==> src/rtl/dop_pwm_regs.svh <==
// Register indexes, field positions and reset values of the dual output PWM
`ifndef DOP_PWM_REGS_SVH
`define DOP_PWM_REGS_SVH

// Register indexes; the byte address is four times the index
`define DOP_IDX_A_EXTRA 15'h7FAA
`define DOP_IDX_A_WIDTH 15'h7FAB
`define DOP_IDX_B_EXTRA 15'h7FAC
`define DOP_IDX_B_WIDTH 15'h7FAD
`define DOP_IDX_CONTROL 15'h7FAE
`define DOP_IDX_PRESCALE 15'h7FAF
`define DOP_IDX_CLKSET 15'h7FB6

// Control register field positions
`define DOP_CTRL_PSEL_LSB 4
`define DOP_CTRL_ENB_BIT 3
`define DOP_CTRL_ENA_BIT 2
`define DOP_CTRL_OVF_BIT 1
`define DOP_CTRL_IRQ_BIT 0

// Extra pulse field sits in the upper nibble
`define DOP_EXTRA_LSB 4

// Clock setting register: count clock select bit
`define DOP_CLKSEL_BIT 0

// Reset value shared by every register
`define DOP_RESET_VAL 8'h00

// Low nibble that completes the fundamental counter terminal value
`define DOP_FUND_LOW_NIBBLE 4'hF

`endif

==> src/rtl/dop_pkg.sv <==
// Types shared by the dual output PWM design
package dop_pkg;

	// Control register fields
	typedef struct packed {
		logic [3:0] period_select;
		logic enable_b;
		logic enable_a;
		logic period_end_flag;
		logic irq_enable;
	} dop_ctrl_t;

	// One Wishbone request as seen by the slave
	typedef struct packed {
		logic cyc;
		logic stb;
		logic we;
		logic [3:0] sel;
		logic [14:0] idx;
		logic [31:0] dat;
	} dop_wb_req_t;

	// Register decode result
	typedef enum logic [2:0] {
		DOP_SEL_NONE,
		DOP_SEL_A_EXTRA,
		DOP_SEL_A_WIDTH,
		DOP_SEL_B_EXTRA,
		DOP_SEL_B_WIDTH,
		DOP_SEL_CONTROL,
		DOP_SEL_PRESCALE,
		DOP_SEL_CLKSET
	} dop_sel_t;

endpackage : dop_pkg

==> src/rtl/dop_pwm_top.sv <==
// Dual output 12-bit PWM with a classic Wishbone register slave
// Timing
// Bus: a request is taken when cyc and stb are high and ack is low
// Bus: writes land at the take edge, ack and read data one clock later
// Bus: a held request is not taken twice, ack is a single-cycle pulse
// Bus: byte address is four times the register index, low bits ignored
// Bus: unmapped indexes acknowledge, read zero and ignore writes
// Reset: synchronous; clears every register, counter and output
// Count clock: oscillator edges reach the prescaler two to three clocks late
// Outputs: each waveform lags the fundamental counter by one clock
// Interrupt: request level lags the flag and enable by one clock
// Flag: set when a period ends with the extra counter at fifteen
// Flag: a hardware set wins over a software clear in the same clock
// Limit: the oscillator must stay well below half the system clock
// Limit: switching the count clock while running may give one odd tick
// Limit: a width written mid-period waits for the next count zero
//
// Implementation choice: register access over Wishbone.
`timescale 1ns/1ps
`default_nettype none
`include "dop_pwm_regs.svh"

module dop_pwm_top #(
	parameter int ADR_W = 17
) (
	// Clock and reset
	input wire logic clk_in,
	input wire logic rst_in,
	// Wishbone slave
	input wire logic wb_cyc_in,
	input wire logic wb_stb_in,
	input wire logic wb_we_in,
	input wire logic [3:0] wb_sel_in,
	input wire logic [ADR_W-1:0] wb_adr_in,
	input wire logic [31:0] wb_dat_in,
	output logic [31:0] wb_dat_out,
	output logic wb_ack_out,
	// Alternate oscillator pin, asynchronous to clk_in
	input wire logic alternate_oscillator_in,
	// PWM outputs and interrupt request
	output logic output_a_out,
	output logic output_b_out,
	output logic irq_out
);

	// The register indexes need at least 15 bits above the byte lanes
	if (ADR_W < 17) begin : g_adr_check
		$error("dop_pwm_top: ADR_W must be at least 17");
	end

	// The control register layout must fill exactly one byte lane
	if ($bits(dop_pkg::dop_ctrl_t) != 8) begin : g_ctrl_check
		$error("dop_pwm_top: control register type must be 8 bits");
	end

	// Bus request and decode
	dop_pkg::dop_wb_req_t req;
	dop_pkg::dop_sel_t wr_sel;
	logic req_valid;
	logic wr_en;
	logic ack_reg;
	logic [31:0] rdata_next;
	logic [31:0] rdata_reg;

	// Software visible registers
	// The extra fields keep only the written upper nibble
	logic [7:0] width_a_reg;
	logic [7:0] width_b_reg;
	logic [3:0] extra_a_reg;
	logic [3:0] extra_b_reg;
	dop_pkg::dop_ctrl_t ctrl_reg;
	logic [7:0] prescale_reg;
	logic [7:0] clkset_reg;

	// Alternate oscillator synchroniser and edge detect
	// The edge detector resets low, the idle level of a stopped oscillator
	logic osc_meta_reg;
	logic osc_sync_reg;
	logic osc_prev_reg;
	logic osc_rise;

	// Counting chain
	// Prescaler and fundamental counters are eight bits wide to match the register fields
	logic running;
	logic count_en;
	logic tick;
	logic period_end;
	logic overall_end;
	logic [7:0] fund_top;
	logic [7:0] pre_cnt_reg;
	logic [7:0] fund_cnt_reg;
	logic [3:0] extra_cnt_reg;

	// Per output arrays used by the generate loop
	// Unpacked so each generate copy drives its own element
	logic [1:0] enable;
	logic [7:0] width_w [2];
	logic [3:0] extra_w [2];
	logic [7:0] match_buf_reg [2];
	logic out_reg [2];
	logic irq_reg;

	// Map a register index to its register
	// Shared by the write strobe and the read multiplexer
	function automatic dop_pkg::dop_sel_t decode(input logic [14:0] idx);
		case (idx)
			`DOP_IDX_A_EXTRA: decode = dop_pkg::DOP_SEL_A_EXTRA;
			`DOP_IDX_A_WIDTH: decode = dop_pkg::DOP_SEL_A_WIDTH;
			`DOP_IDX_B_EXTRA: decode = dop_pkg::DOP_SEL_B_EXTRA;
			`DOP_IDX_B_WIDTH: decode = dop_pkg::DOP_SEL_B_WIDTH;
			`DOP_IDX_CONTROL: decode = dop_pkg::DOP_SEL_CONTROL;
			`DOP_IDX_PRESCALE: decode = dop_pkg::DOP_SEL_PRESCALE;
			`DOP_IDX_CLKSET: decode = dop_pkg::DOP_SEL_CLKSET;
			default: decode = dop_pkg::DOP_SEL_NONE;
		endcase
	endfunction : decode

	// Bit-reversed period index below the field spreads extras evenly
	// Up to eight picked periods never sit next to each other
	function automatic logic extra_due(input logic [3:0] cnt, input logic [3:0] field);
		logic [3:0] rev;
		rev = {cnt[0], cnt[1], cnt[2], cnt[3]};
		extra_due = (rev < field);
	endfunction : extra_due

	// Gather the bus signals into one request
	// Address bits below the index are ignored; every access is one word
	assign req.cyc = wb_cyc_in;
	assign req.stb = wb_stb_in;
	assign req.we = wb_we_in;
	assign req.sel = wb_sel_in;
	assign req.idx = wb_adr_in[16:2];
	assign req.dat = wb_dat_in;

	// A request is taken once; the held request is ignored while ack shows
	// The master keeps cyc and stb up through the ack cycle, so without
	// this gate one request would be taken and written twice
	assign req_valid = req.cyc && req.stb && !ack_reg;
	assign wr_sel = decode(req.idx);
	assign wr_en = req_valid && req.we && req.sel[0];

	// Acknowledge every access one cycle after it is taken, mapped or not
	// No wait states: every take is answered on the very next clock
	always_ff @(posedge clk_in) begin
		if (rst_in) begin
			ack_reg <= 1'b0;
		end else begin
			ack_reg <= req_valid;
		end
	end

	// Read multiplexer; unmapped addresses read zero
	// Decoded from the live request so the data is ready at the take edge
	always_comb begin
		rdata_next = 32'h0000_0000;
		case (decode(req.idx))
			dop_pkg::DOP_SEL_A_EXTRA: rdata_next[7:0] = {extra_a_reg, 4'h0};
			dop_pkg::DOP_SEL_A_WIDTH: rdata_next[7:0] = width_a_reg;
			dop_pkg::DOP_SEL_B_EXTRA: rdata_next[7:0] = {extra_b_reg, 4'h0};
			dop_pkg::DOP_SEL_B_WIDTH: rdata_next[7:0] = width_b_reg;
			dop_pkg::DOP_SEL_CONTROL: rdata_next[7:0] = ctrl_reg;
			dop_pkg::DOP_SEL_PRESCALE: rdata_next[7:0] = prescale_reg;
			dop_pkg::DOP_SEL_CLKSET: rdata_next[7:0] = clkset_reg;
			default: rdata_next = 32'h0000_0000;
		endcase
	end

	// Read data is captured with the ack and held otherwise
	// Holding between accesses keeps the read bus stable for slow masters
	always_ff @(posedge clk_in) begin
		if (rst_in) begin
			rdata_reg <= 32'h0000_0000;
		end else if (req_valid) begin
			rdata_reg <= rdata_next;
		end
	end

	// Plain data registers; disabling outputs leaves them untouched
	// Only byte lane 0 carries data; other lanes are acked and dropped
	always_ff @(posedge clk_in) begin
		if (rst_in) begin
			width_a_reg <= `DOP_RESET_VAL;
			width_b_reg <= `DOP_RESET_VAL;
			extra_a_reg <= 4'h0;
			extra_b_reg <= 4'h0;
			prescale_reg <= `DOP_RESET_VAL;
			clkset_reg <= `DOP_RESET_VAL;
		end else if (wr_en) begin
			case (wr_sel)
				dop_pkg::DOP_SEL_A_EXTRA: extra_a_reg <= req.dat[`DOP_EXTRA_LSB +: 4];
				dop_pkg::DOP_SEL_A_WIDTH: width_a_reg <= req.dat[7:0];
				dop_pkg::DOP_SEL_B_EXTRA: extra_b_reg <= req.dat[`DOP_EXTRA_LSB +: 4];
				dop_pkg::DOP_SEL_B_WIDTH: width_b_reg <= req.dat[7:0];
				dop_pkg::DOP_SEL_PRESCALE: prescale_reg <= req.dat[7:0];
				// Switching the source mid-run may give one odd tick
				dop_pkg::DOP_SEL_CLKSET: clkset_reg <= req.dat[7:0];
				default: ;
			endcase
		end
	end

	// Control register; a hardware set of the flag beats a software clear
	// A read-modify-write that returns the flag as 1 leaves it set, so
	// updating other fields never loses a period end
	always_ff @(posedge clk_in) begin
		if (rst_in) begin
			ctrl_reg <= dop_pkg::dop_ctrl_t'(`DOP_RESET_VAL);
		end else begin
			if (wr_en && wr_sel == dop_pkg::DOP_SEL_CONTROL) begin
				ctrl_reg.period_select <= req.dat[`DOP_CTRL_PSEL_LSB +: 4];
				ctrl_reg.enable_b <= req.dat[`DOP_CTRL_ENB_BIT];
				ctrl_reg.enable_a <= req.dat[`DOP_CTRL_ENA_BIT];
				ctrl_reg.irq_enable <= req.dat[`DOP_CTRL_IRQ_BIT];
				// Writing 0 clears the flag, writing 1 leaves it alone
				if (!req.dat[`DOP_CTRL_OVF_BIT]) begin
					ctrl_reg.period_end_flag <= 1'b0;
				end
			end
			if (overall_end) begin
				ctrl_reg.period_end_flag <= 1'b1;
			end
		end
	end

	// Two-stage synchroniser for the alternate oscillator pin
	// The first stage may go metastable; only the second stage is read
	always_ff @(posedge clk_in) begin
		if (rst_in) begin
			osc_meta_reg <= 1'b0;
			osc_sync_reg <= 1'b0;
			osc_prev_reg <= 1'b0;
		end else begin
			osc_meta_reg <= alternate_oscillator_in;
			osc_sync_reg <= osc_meta_reg;
			osc_prev_reg <= osc_sync_reg;
		end
	end

	// Oscillator must run well below half of clk_in to be counted
	assign osc_rise = osc_sync_reg && !osc_prev_reg;

	// Count clock enable and run state
	// Both enables low hold the prescaler and fundamental counter at zero,
	// so a restart begins a clean fundamental period
	assign count_en = clkset_reg[`DOP_CLKSEL_BIT] ? osc_rise : 1'b1;
	assign running = ctrl_reg.enable_a || ctrl_reg.enable_b;
	assign tick = running && count_en && (pre_cnt_reg == prescale_reg);
	assign fund_top = {ctrl_reg.period_select, `DOP_FUND_LOW_NIBBLE};
	assign period_end = tick && (fund_cnt_reg == fund_top);
	assign overall_end = period_end && (extra_cnt_reg == 4'hF);

	// Prescaler: reset on its match or when stopped
	// A smaller value written while counting past it wraps through 255
	always_ff @(posedge clk_in) begin
		if (rst_in) begin
			pre_cnt_reg <= 8'h00;
		end else if (!running) begin
			pre_cnt_reg <= 8'h00;
		end else if (tick) begin
			pre_cnt_reg <= 8'h00;
		end else if (count_en) begin
			pre_cnt_reg <= pre_cnt_reg + 8'h01;
		end
	end

	// Fundamental counter: one step per tick, wraps on period end
	// Terminal value {period_select, F} gives (period_select+1)*16 ticks
	always_ff @(posedge clk_in) begin
		if (rst_in) begin
			fund_cnt_reg <= 8'h00;
		end else if (!running) begin
			fund_cnt_reg <= 8'h00;
		end else if (period_end) begin
			fund_cnt_reg <= 8'h00;
		end else if (tick) begin
			fund_cnt_reg <= fund_cnt_reg + 8'h01;
		end
	end

	// Extra pulse counter survives stops; only reset clears it
	// The extra-tick pattern therefore resumes where it left off
	always_ff @(posedge clk_in) begin
		if (rst_in) begin
			extra_cnt_reg <= 4'h0;
		end else if (period_end) begin
			extra_cnt_reg <= extra_cnt_reg + 4'h1;
		end
	end

	// Per output views for the generate loop
	// Index 0 is output a, index 1 is output b
	assign enable = {ctrl_reg.enable_b, ctrl_reg.enable_a};
	assign width_w[0] = width_a_reg;
	assign width_w[1] = width_b_reg;
	assign extra_w[0] = extra_a_reg;
	assign extra_w[1] = extra_b_reg;

	// Each output: buffered compare, optional extra tick, waveform
	// Both copies share the counters and differ only in their registers
	for (genvar i = 0; i < 2; i++) begin : g_out
		logic [8:0] eff_width;

		// Width plus one tick in the periods picked by the field
		// Nine bits so width 255 plus a due extra cannot wrap; that case
		// keeps the output high for a whole 256-tick period
		assign eff_width = {1'b0, match_buf_reg[i]}
			+ {8'h00, extra_due(extra_cnt_reg, extra_w[i])};

		// Buffer tracks the register when stopped, reloads at count zero
		// Loading only at count zero keeps a period from seeing two widths
		always_ff @(posedge clk_in) begin
			if (rst_in) begin
				match_buf_reg[i] <= 8'h00;
			end else if (!enable[i]) begin
				match_buf_reg[i] <= width_w[i];
			end else if (fund_cnt_reg == 8'h00) begin
				match_buf_reg[i] <= width_w[i];
			end
		end

		// High from count zero until the count reaches the width
		// Compared one clock after the counter, so the output lags by a clock
		always_ff @(posedge clk_in) begin
			if (rst_in) begin
				out_reg[i] <= 1'b0;
			end else if (!enable[i]) begin
				out_reg[i] <= 1'b0;
			end else begin
				out_reg[i] <= ({1'b0, fund_cnt_reg} < eff_width);
			end
		end
	end

	// Interrupt request level
	// Level only; vector routing lies outside this block
	always_ff @(posedge clk_in) begin
		if (rst_in) begin
			irq_reg <= 1'b0;
		end else begin
			irq_reg <= ctrl_reg.irq_enable && ctrl_reg.period_end_flag;
		end
	end

	// Outputs straight from flip-flops
	// These assigns only rename registers, no logic sits in between
	assign wb_ack_out = ack_reg;
	assign wb_dat_out = rdata_reg;
	assign output_a_out = out_reg[0];
	assign output_b_out = out_reg[1];
	assign irq_out = irq_reg;

endmodule : dop_pwm_top

`default_nettype wire

==> config.mk <==
export PLATFORM = sky130hd
export DESIGN_NAME = dop_pwm_top
export DESIGN_NICKNAME = d
export VERILOG_FILES = /design/src/rtl/dop_pkg.sv /design/src/rtl/dop_pwm_top.sv
export VERILOG_INCLUDE_DIRS = /design/src /design/src/rtl
export SDC_FILE = /design/constraint.sdc
export NUM_CORES = 1
export LEC_CHECK = 0
export BUFFER_PORTS_ARGS = -buffer_cell sky130_fd_sc_hd__buf_2
export CORE_MARGIN = 1
export CORE_UTILIZATION = 55
export CTS_BUF_LIST = sky130_fd_sc_hd__clkbuf_16
export DETAILED_ROUTE_END_ITERATION = 8
export PLACE_DENSITY = 0.79
export SKIP_LAST_GASP = 1
export SLEW_MARGIN = 20
export SYNTH_ARGS = -nofsm -noshare
export SYNTH_HDL_FRONTEND = slang
export SYNTH_SLANG_ARGS = --single-unit
==> constraint.sdc <==
create_clock -name clk_in -period 3.1 [get_ports clk_in]
set_input_delay 0.155 -clock clk_in [delete_from_list [all_inputs] [get_ports clk_in]]
set_output_delay 0.155 -clock clk_in [all_outputs]
set_load 0.1 [all_outputs]
### After elaboration in Yosys (flattened, before gate mapping)

Memory sizes are Yosys's and may differ from the RTL's.
Cells that the tools add are included.
W data, S select, Z words.

| operators by class | value |
|---|---|
| add/subtract/negate cells | 5 |
| $lt $le $gt $ge | 4 |
| equal/unequal tests | 18 |
| muxes and demuxes | 35 |
| bitwise gates (word level) | 9 |
| reductions and logical operators | 25 |

Operator list:

| operator | number |
|---|---|
| $eq A15 B15 Y1 const B | 7 |
| $pmux W8 S7 | 1 |
| $mux W8 | 4 |
| $mux W1 | 28 |
| $pmux W3 S7 | 1 |
| $add A8 B1 Y9 | 2 |
| $lt A8 B9 Y1 | 2 |
| $add A8 B1 Y8 const B | 2 |
| $eq A8 B8 Y1 | 2 |
| $reduce_and A2 Y1 | 7 |
| $eq A3 B3 Y1 const B | 4 |
| $logic_and A1 B1 Y1 | 11 |
| $logic_not A8 Y1 | 1 |
| $lt A4 B4 Y1 | 2 |
| $or A1 B1 Y1 | 8 |
| $eq A3 B2 Y1 const B | 2 |
| $reduce_or A3 Y1 | 2 |
| $add A4 B1 Y4 const B | 1 |
| $eq A4 B4 Y1 const B | 1 |
| $eq A3 B1 Y1 const B | 1 |
| $logic_not A1 Y1 | 2 |
| $mux W2 | 1 |
| $ne A2 B1 Y1 const B | 1 |
| $reduce_bool A2 Y1 | 1 |
| 2 further kinds | 2 |

| storage, ports and cells | value |
|---|---|
| register bits | 81 |
| bits in writable memories | 18 |
| input bits | 59 |
| logic and storage cells | 118 |
| memories kept | 2 |

Memories:

| memory | depth | width | rd ports | clocked after memory_dff | wr ports | RTL line | text |
|---|---|---|---|---|---|---|---|
| match_buf_reg | 2 | 8 | 2 | 0 | 2 | dop_pwm_top.sv:99 | `logic [7:0] match_buf_reg [2];` |
| out_reg | 2 | 1 | 2 | 0 | 2 | dop_pwm_top.sv:100 | `logic out_reg [2];` |

### Longest topological paths before layout

| depth | value |
|---|---|
| depth in word-level cells | 9 |
| gate-level depth with buffers | 14 |

### Worst setup path before layout

No wires, ideal clock.

| timing | value |
|---|---|
| path type | flip-flop to flip-flop |
| start point | register extra_b_reg[1] |
| end point | memory out_reg[1] (data pin) |
| library setup time | 146 ps |
| arrival time | 2520 ps |
| slack | 435 ps |
| stages on the path, launching flop included | 15 |
| buffers on the path | 0 |
| cells stage by stage | dfxtp_1 inv_1 ha_1 a21o_1 a21o_1 a21oi_1 ha_1 and4_1 nand2_1 xor2_1 ha_1 a21o_1 a211oi_1 o21ai_0 a21oi_1 |

RTL lines:

| item | RTL line | text |
|---|---|---|
| start: declaration | dop_pwm_top.sv:70 | `logic [3:0] extra_b_reg;` |
| start signal: assignment | dop_pwm_top.sv:192 | `` dop_pkg::DOP_SEL_B_EXTRA: extra_b_reg <= req.dat[`DOP_EXTRA_LSB +: 4]; `` |
| end: declaration | dop_pwm_top.sv:100 |  |

==> impl_results.md <==
* First-pass GRT wire length at approximately 21 mm
* Internal power at between 2000 and 2500 µW
* Flop2flop setup slack at 90 ps
* Reg area at approximately 0.0022 mm²
* Area after DPL at 0.00566 mm²
* Final setup violating endpoints at 0
* H-tree levels at 3
* CTS Buf Count at 9
* Vias per std cell at 5.82
* Multi-input gate area at between 0.003 and 0.004 mm²
* Hold Crit Start: alternate_oscillator_in
* Core area at 0.00942 mm²
* Leak pwr at 0.00255 µW
* ANT nets after route at 0
* FF-to-FF path depth at 14
* Synth Cell Area at around 0.0054 mm²
* Post-synthesis sequential area ratio at 39.7%
* Largest net degree at the start of global routing at 29
* Starting DRT DRC Count at approximately 250
* First-pass DRT Iterations at 5
* Max-cap viol count at 0
* Fin crit share at between 90% and 100%
* Net Sw Power at roughly 700 µW
* # DRC at 0
* Min-Delay Endpoint: osc_meta_reg$_SDFF_PP0_
* Critical Path End Type: register
* Starting Density at just under 60%
* Clock buffer depth at 2
* Flops & latches, synth at 99
* Synth Warn # at 0
* RSZ-0062 raised after global routing: yes
* R2r startpoint: extra_a_reg[1]$_SDFFE_PP0P_
* Clock network power share at between 40 and 50%
* Final nets at 700
* Clk_skew at ~7.3 ps
* R2R Path End: out_reg[0]$_DFFE_PP_
* Comb power frac at 8.4%
* Num ports at 95
* Outcome: finished clean
* Util after Layout at 64.0%
* Vias in the first global route at 4086
* Ys async rst share at 0%
* Antenna diode count at 0
* Mean post-synth cell area at ~9.5 µm²
* Die Width at slightly above 100 µm
* Final instance area at 0.00602 mm²
* Clk Latency, worst-skew pair at 350 ps
* Fill count at 781
* Final wirelength at ~13 mm
* Fmax at 0.332 GHz
* Post-Syn Instances at 576
* Pins Over Slew Limit at 0
* Slew at the pin with the worst max-slew slack at 546 ps
* Setup WS pre-CTS at about 100 ps
* Required @ worst endpoint at 3290 ps
* Final WS setup at roughly 90 ps
* Main flop type after synthesis: dfxtp_1
* Cell variety after synth at 59
* IO Port Bufs at 41
* Vias at 4351
* Sw Share at 25.3%
* Tmin final at between 3000 and 4000 ps
* Power consumption at 2760 µW
* Type of origin of the critical path: register
* Max FFs per register at 16
* Total track usage at a little over a quarter
* Reg power frac at 47.4%
* Worst Hold Class: in2reg
* Crit Path Class: reg2reg
* Worst EP arrival at 3200 ps
* Hold depth at 2
* Routability cong. at 0.877
* Initial antenna violation count at 0
* Final hold viol count at 0
* Post-synth EDFFs at 18
* # hold bufs at CTS at 0
* Worst VDD drop at between 0.2 and 0.3 mV
* Routed WL per cell at ~17 µm
* Die Y at a little over 100 µm
* CTS tree: built
* WHS at ~27 ps
* CTS Sinks at 99
* Power Dens Cells at about 460 mW/mm²
* Slew margin rel. at 63.3%
* FP Rows at 35
* Largest fanout on the critical path at 3
* Share of post-route cells with drive strength above 1 at 14.6%
* Worst setup path startpoint: extra_a_reg[1]$_SDFFE_PP0P_
* Layout area overhead at 10.7%
* DIE AREA at 0.0103 mm²
* Clock transition at path regs at 70 ps
* Root Buffer: clkbuf_16
* Post-detail-place hpwl at 9.33 mm
* Global route total overflow at 0
-- metrics by stage --
stage | setup TNS [ps] | cells
5_1_grt | -60.2 | 747
6_report | 0 | 747
2_1_floorplan | 0 | 600
3_3_place_gp | 0 | 730
3_5_place_dp | 0 | 730
4_1_cts | 0 | 746
-- synth_stat cells (all sizes together), types with 5 or more instances --
master | n | area [µm²]
inv | 12 | 45.0
xnor2 | 6 | 52.6
mux2 | 6 | 67.6
a22o | 12 | 105
a211oi | 5 | 42.5
mux2i | 43 | 430
nor2b | 9 | 56.3
clkbuf | 12 | 45.0
xor2 | 25 | 219
nor2 | 59 | 221
buf | 31 | 219
nand4 | 8 | 50.1
dfxtp | 81 | 1620
ha | 28 | 350
nand2 | 51 | 194
a21oi | 32 | 160
nand3 | 17 | 100
nand2b | 9 | 56.3
a22oi | 9 | 67.6
and2 | 20 | 125
and3 | 6 | 37.5
o21ai | 9 | 45.0
edfxtp | 18 | 541
a21o | 8 | 60.1
-- metal layers --
metal	GRT usage [%]	vias to the layer above	wire length (µm)
met5	0	-	0
met4	10.9	0	270
met3	3.86	24	694
met2	42.2	152	6050
met1	35.5	2094	5790
li1	-	2081	-
-- placed cells by master, fill, tap and decap left out, drive strengths merged, types with 11 or more instances in the layout --
cell | synthesis | routed
xor2 | 25 | 25
and2 | 20 | 20
dfxtp | 81 | 81
nor2 | 59 | 59
conb | 2 | 26
nand3 | 17 | 17
a21oi | 32 | 32
clkbuf | 12 | 11
ha | 28 | 28
nand2 | 51 | 51
a22o | 12 | 12
buf | 31 | 45
edfxtp | 18 | 18
inv | 12 | 14
mux2i | 43 | 43
-- cells by family after synthesis --
group / count (synthesis) / share of synthesized area, %
compound gates: 100 / 13.1
xor+xnor: 31 / 4.99
fa+ha+maj: 28 / 6.44
buf+inv: 55 / 5.68
flops: 99 / 39.7
mux: 49 / 9.15
other cells: 2 / 0.138
simple gates: 212 / 20.8
-- final cells by class --
class / count / share of cell area, %
Clock inverter: 5 / 0.935
Inverter: 12 / 0.748
Timing Repair Buffer: 45 / 3.90
Clock buffer: 11 / 4.57
Multi-Input combinational cell: 446 / 51.2
Sequential cell: 99 / 36.0
Tap cell: 129 / 2.68
-- worst max-delay path, stage by stage (launching register included) --
cell,delay [ps]
dfxtp_2,350
inv_1,50
ha_1,290
a21o_1,170
a21o_1,190
a21oi_2,150
ha_2,220
and4_1,230
nand2_1,70
xor2_1,140
ha_1,290
a21o_1,190
a211oi_1,220
o21ai_0,110
a21oi_1,180
-- repair_timing --
action | 4_1_cts | 5_1_grt
buffers inserted | 0 | 1
resized for setup | 0 | 10
endpoints found under the setup margin | 0 | 2
-- worst max-delay path by stage --
stage,end,slack [ps],cells past startpoint
2_1_floorplan,out_reg[1]$_SDFFCE_PN0P_,430,14
3_3_place_gp,out_reg[1]$_SDFFCE_PN0P_,230,14
3_5_place_dp,out_reg[1]$_SDFFCE_PN0P_,100,14
4_1_cts,out_reg[1]$_SDFFCE_PN0P_,70,13
5_1_grt,out_reg[0]$_DFFE_PP_,-30,14
6_report,out_reg[0]$_DFFE_PP_,90,14
-- power by group through the flow --
stage / sequential, µW / clock [µW] / combinational, µW
5_1_grt: 1310 / 1290 / 241
4_1_cts: 1310 / 1230 / 230
3_3_place_gp: 1340 / 0 / 227
2_1_floorplan: 1350 / 0 / 196
6_report: 1310 / 1220 / 233
3_5_place_dp: 1340 / 0 / 230
(Power assumes the default switching activity.)
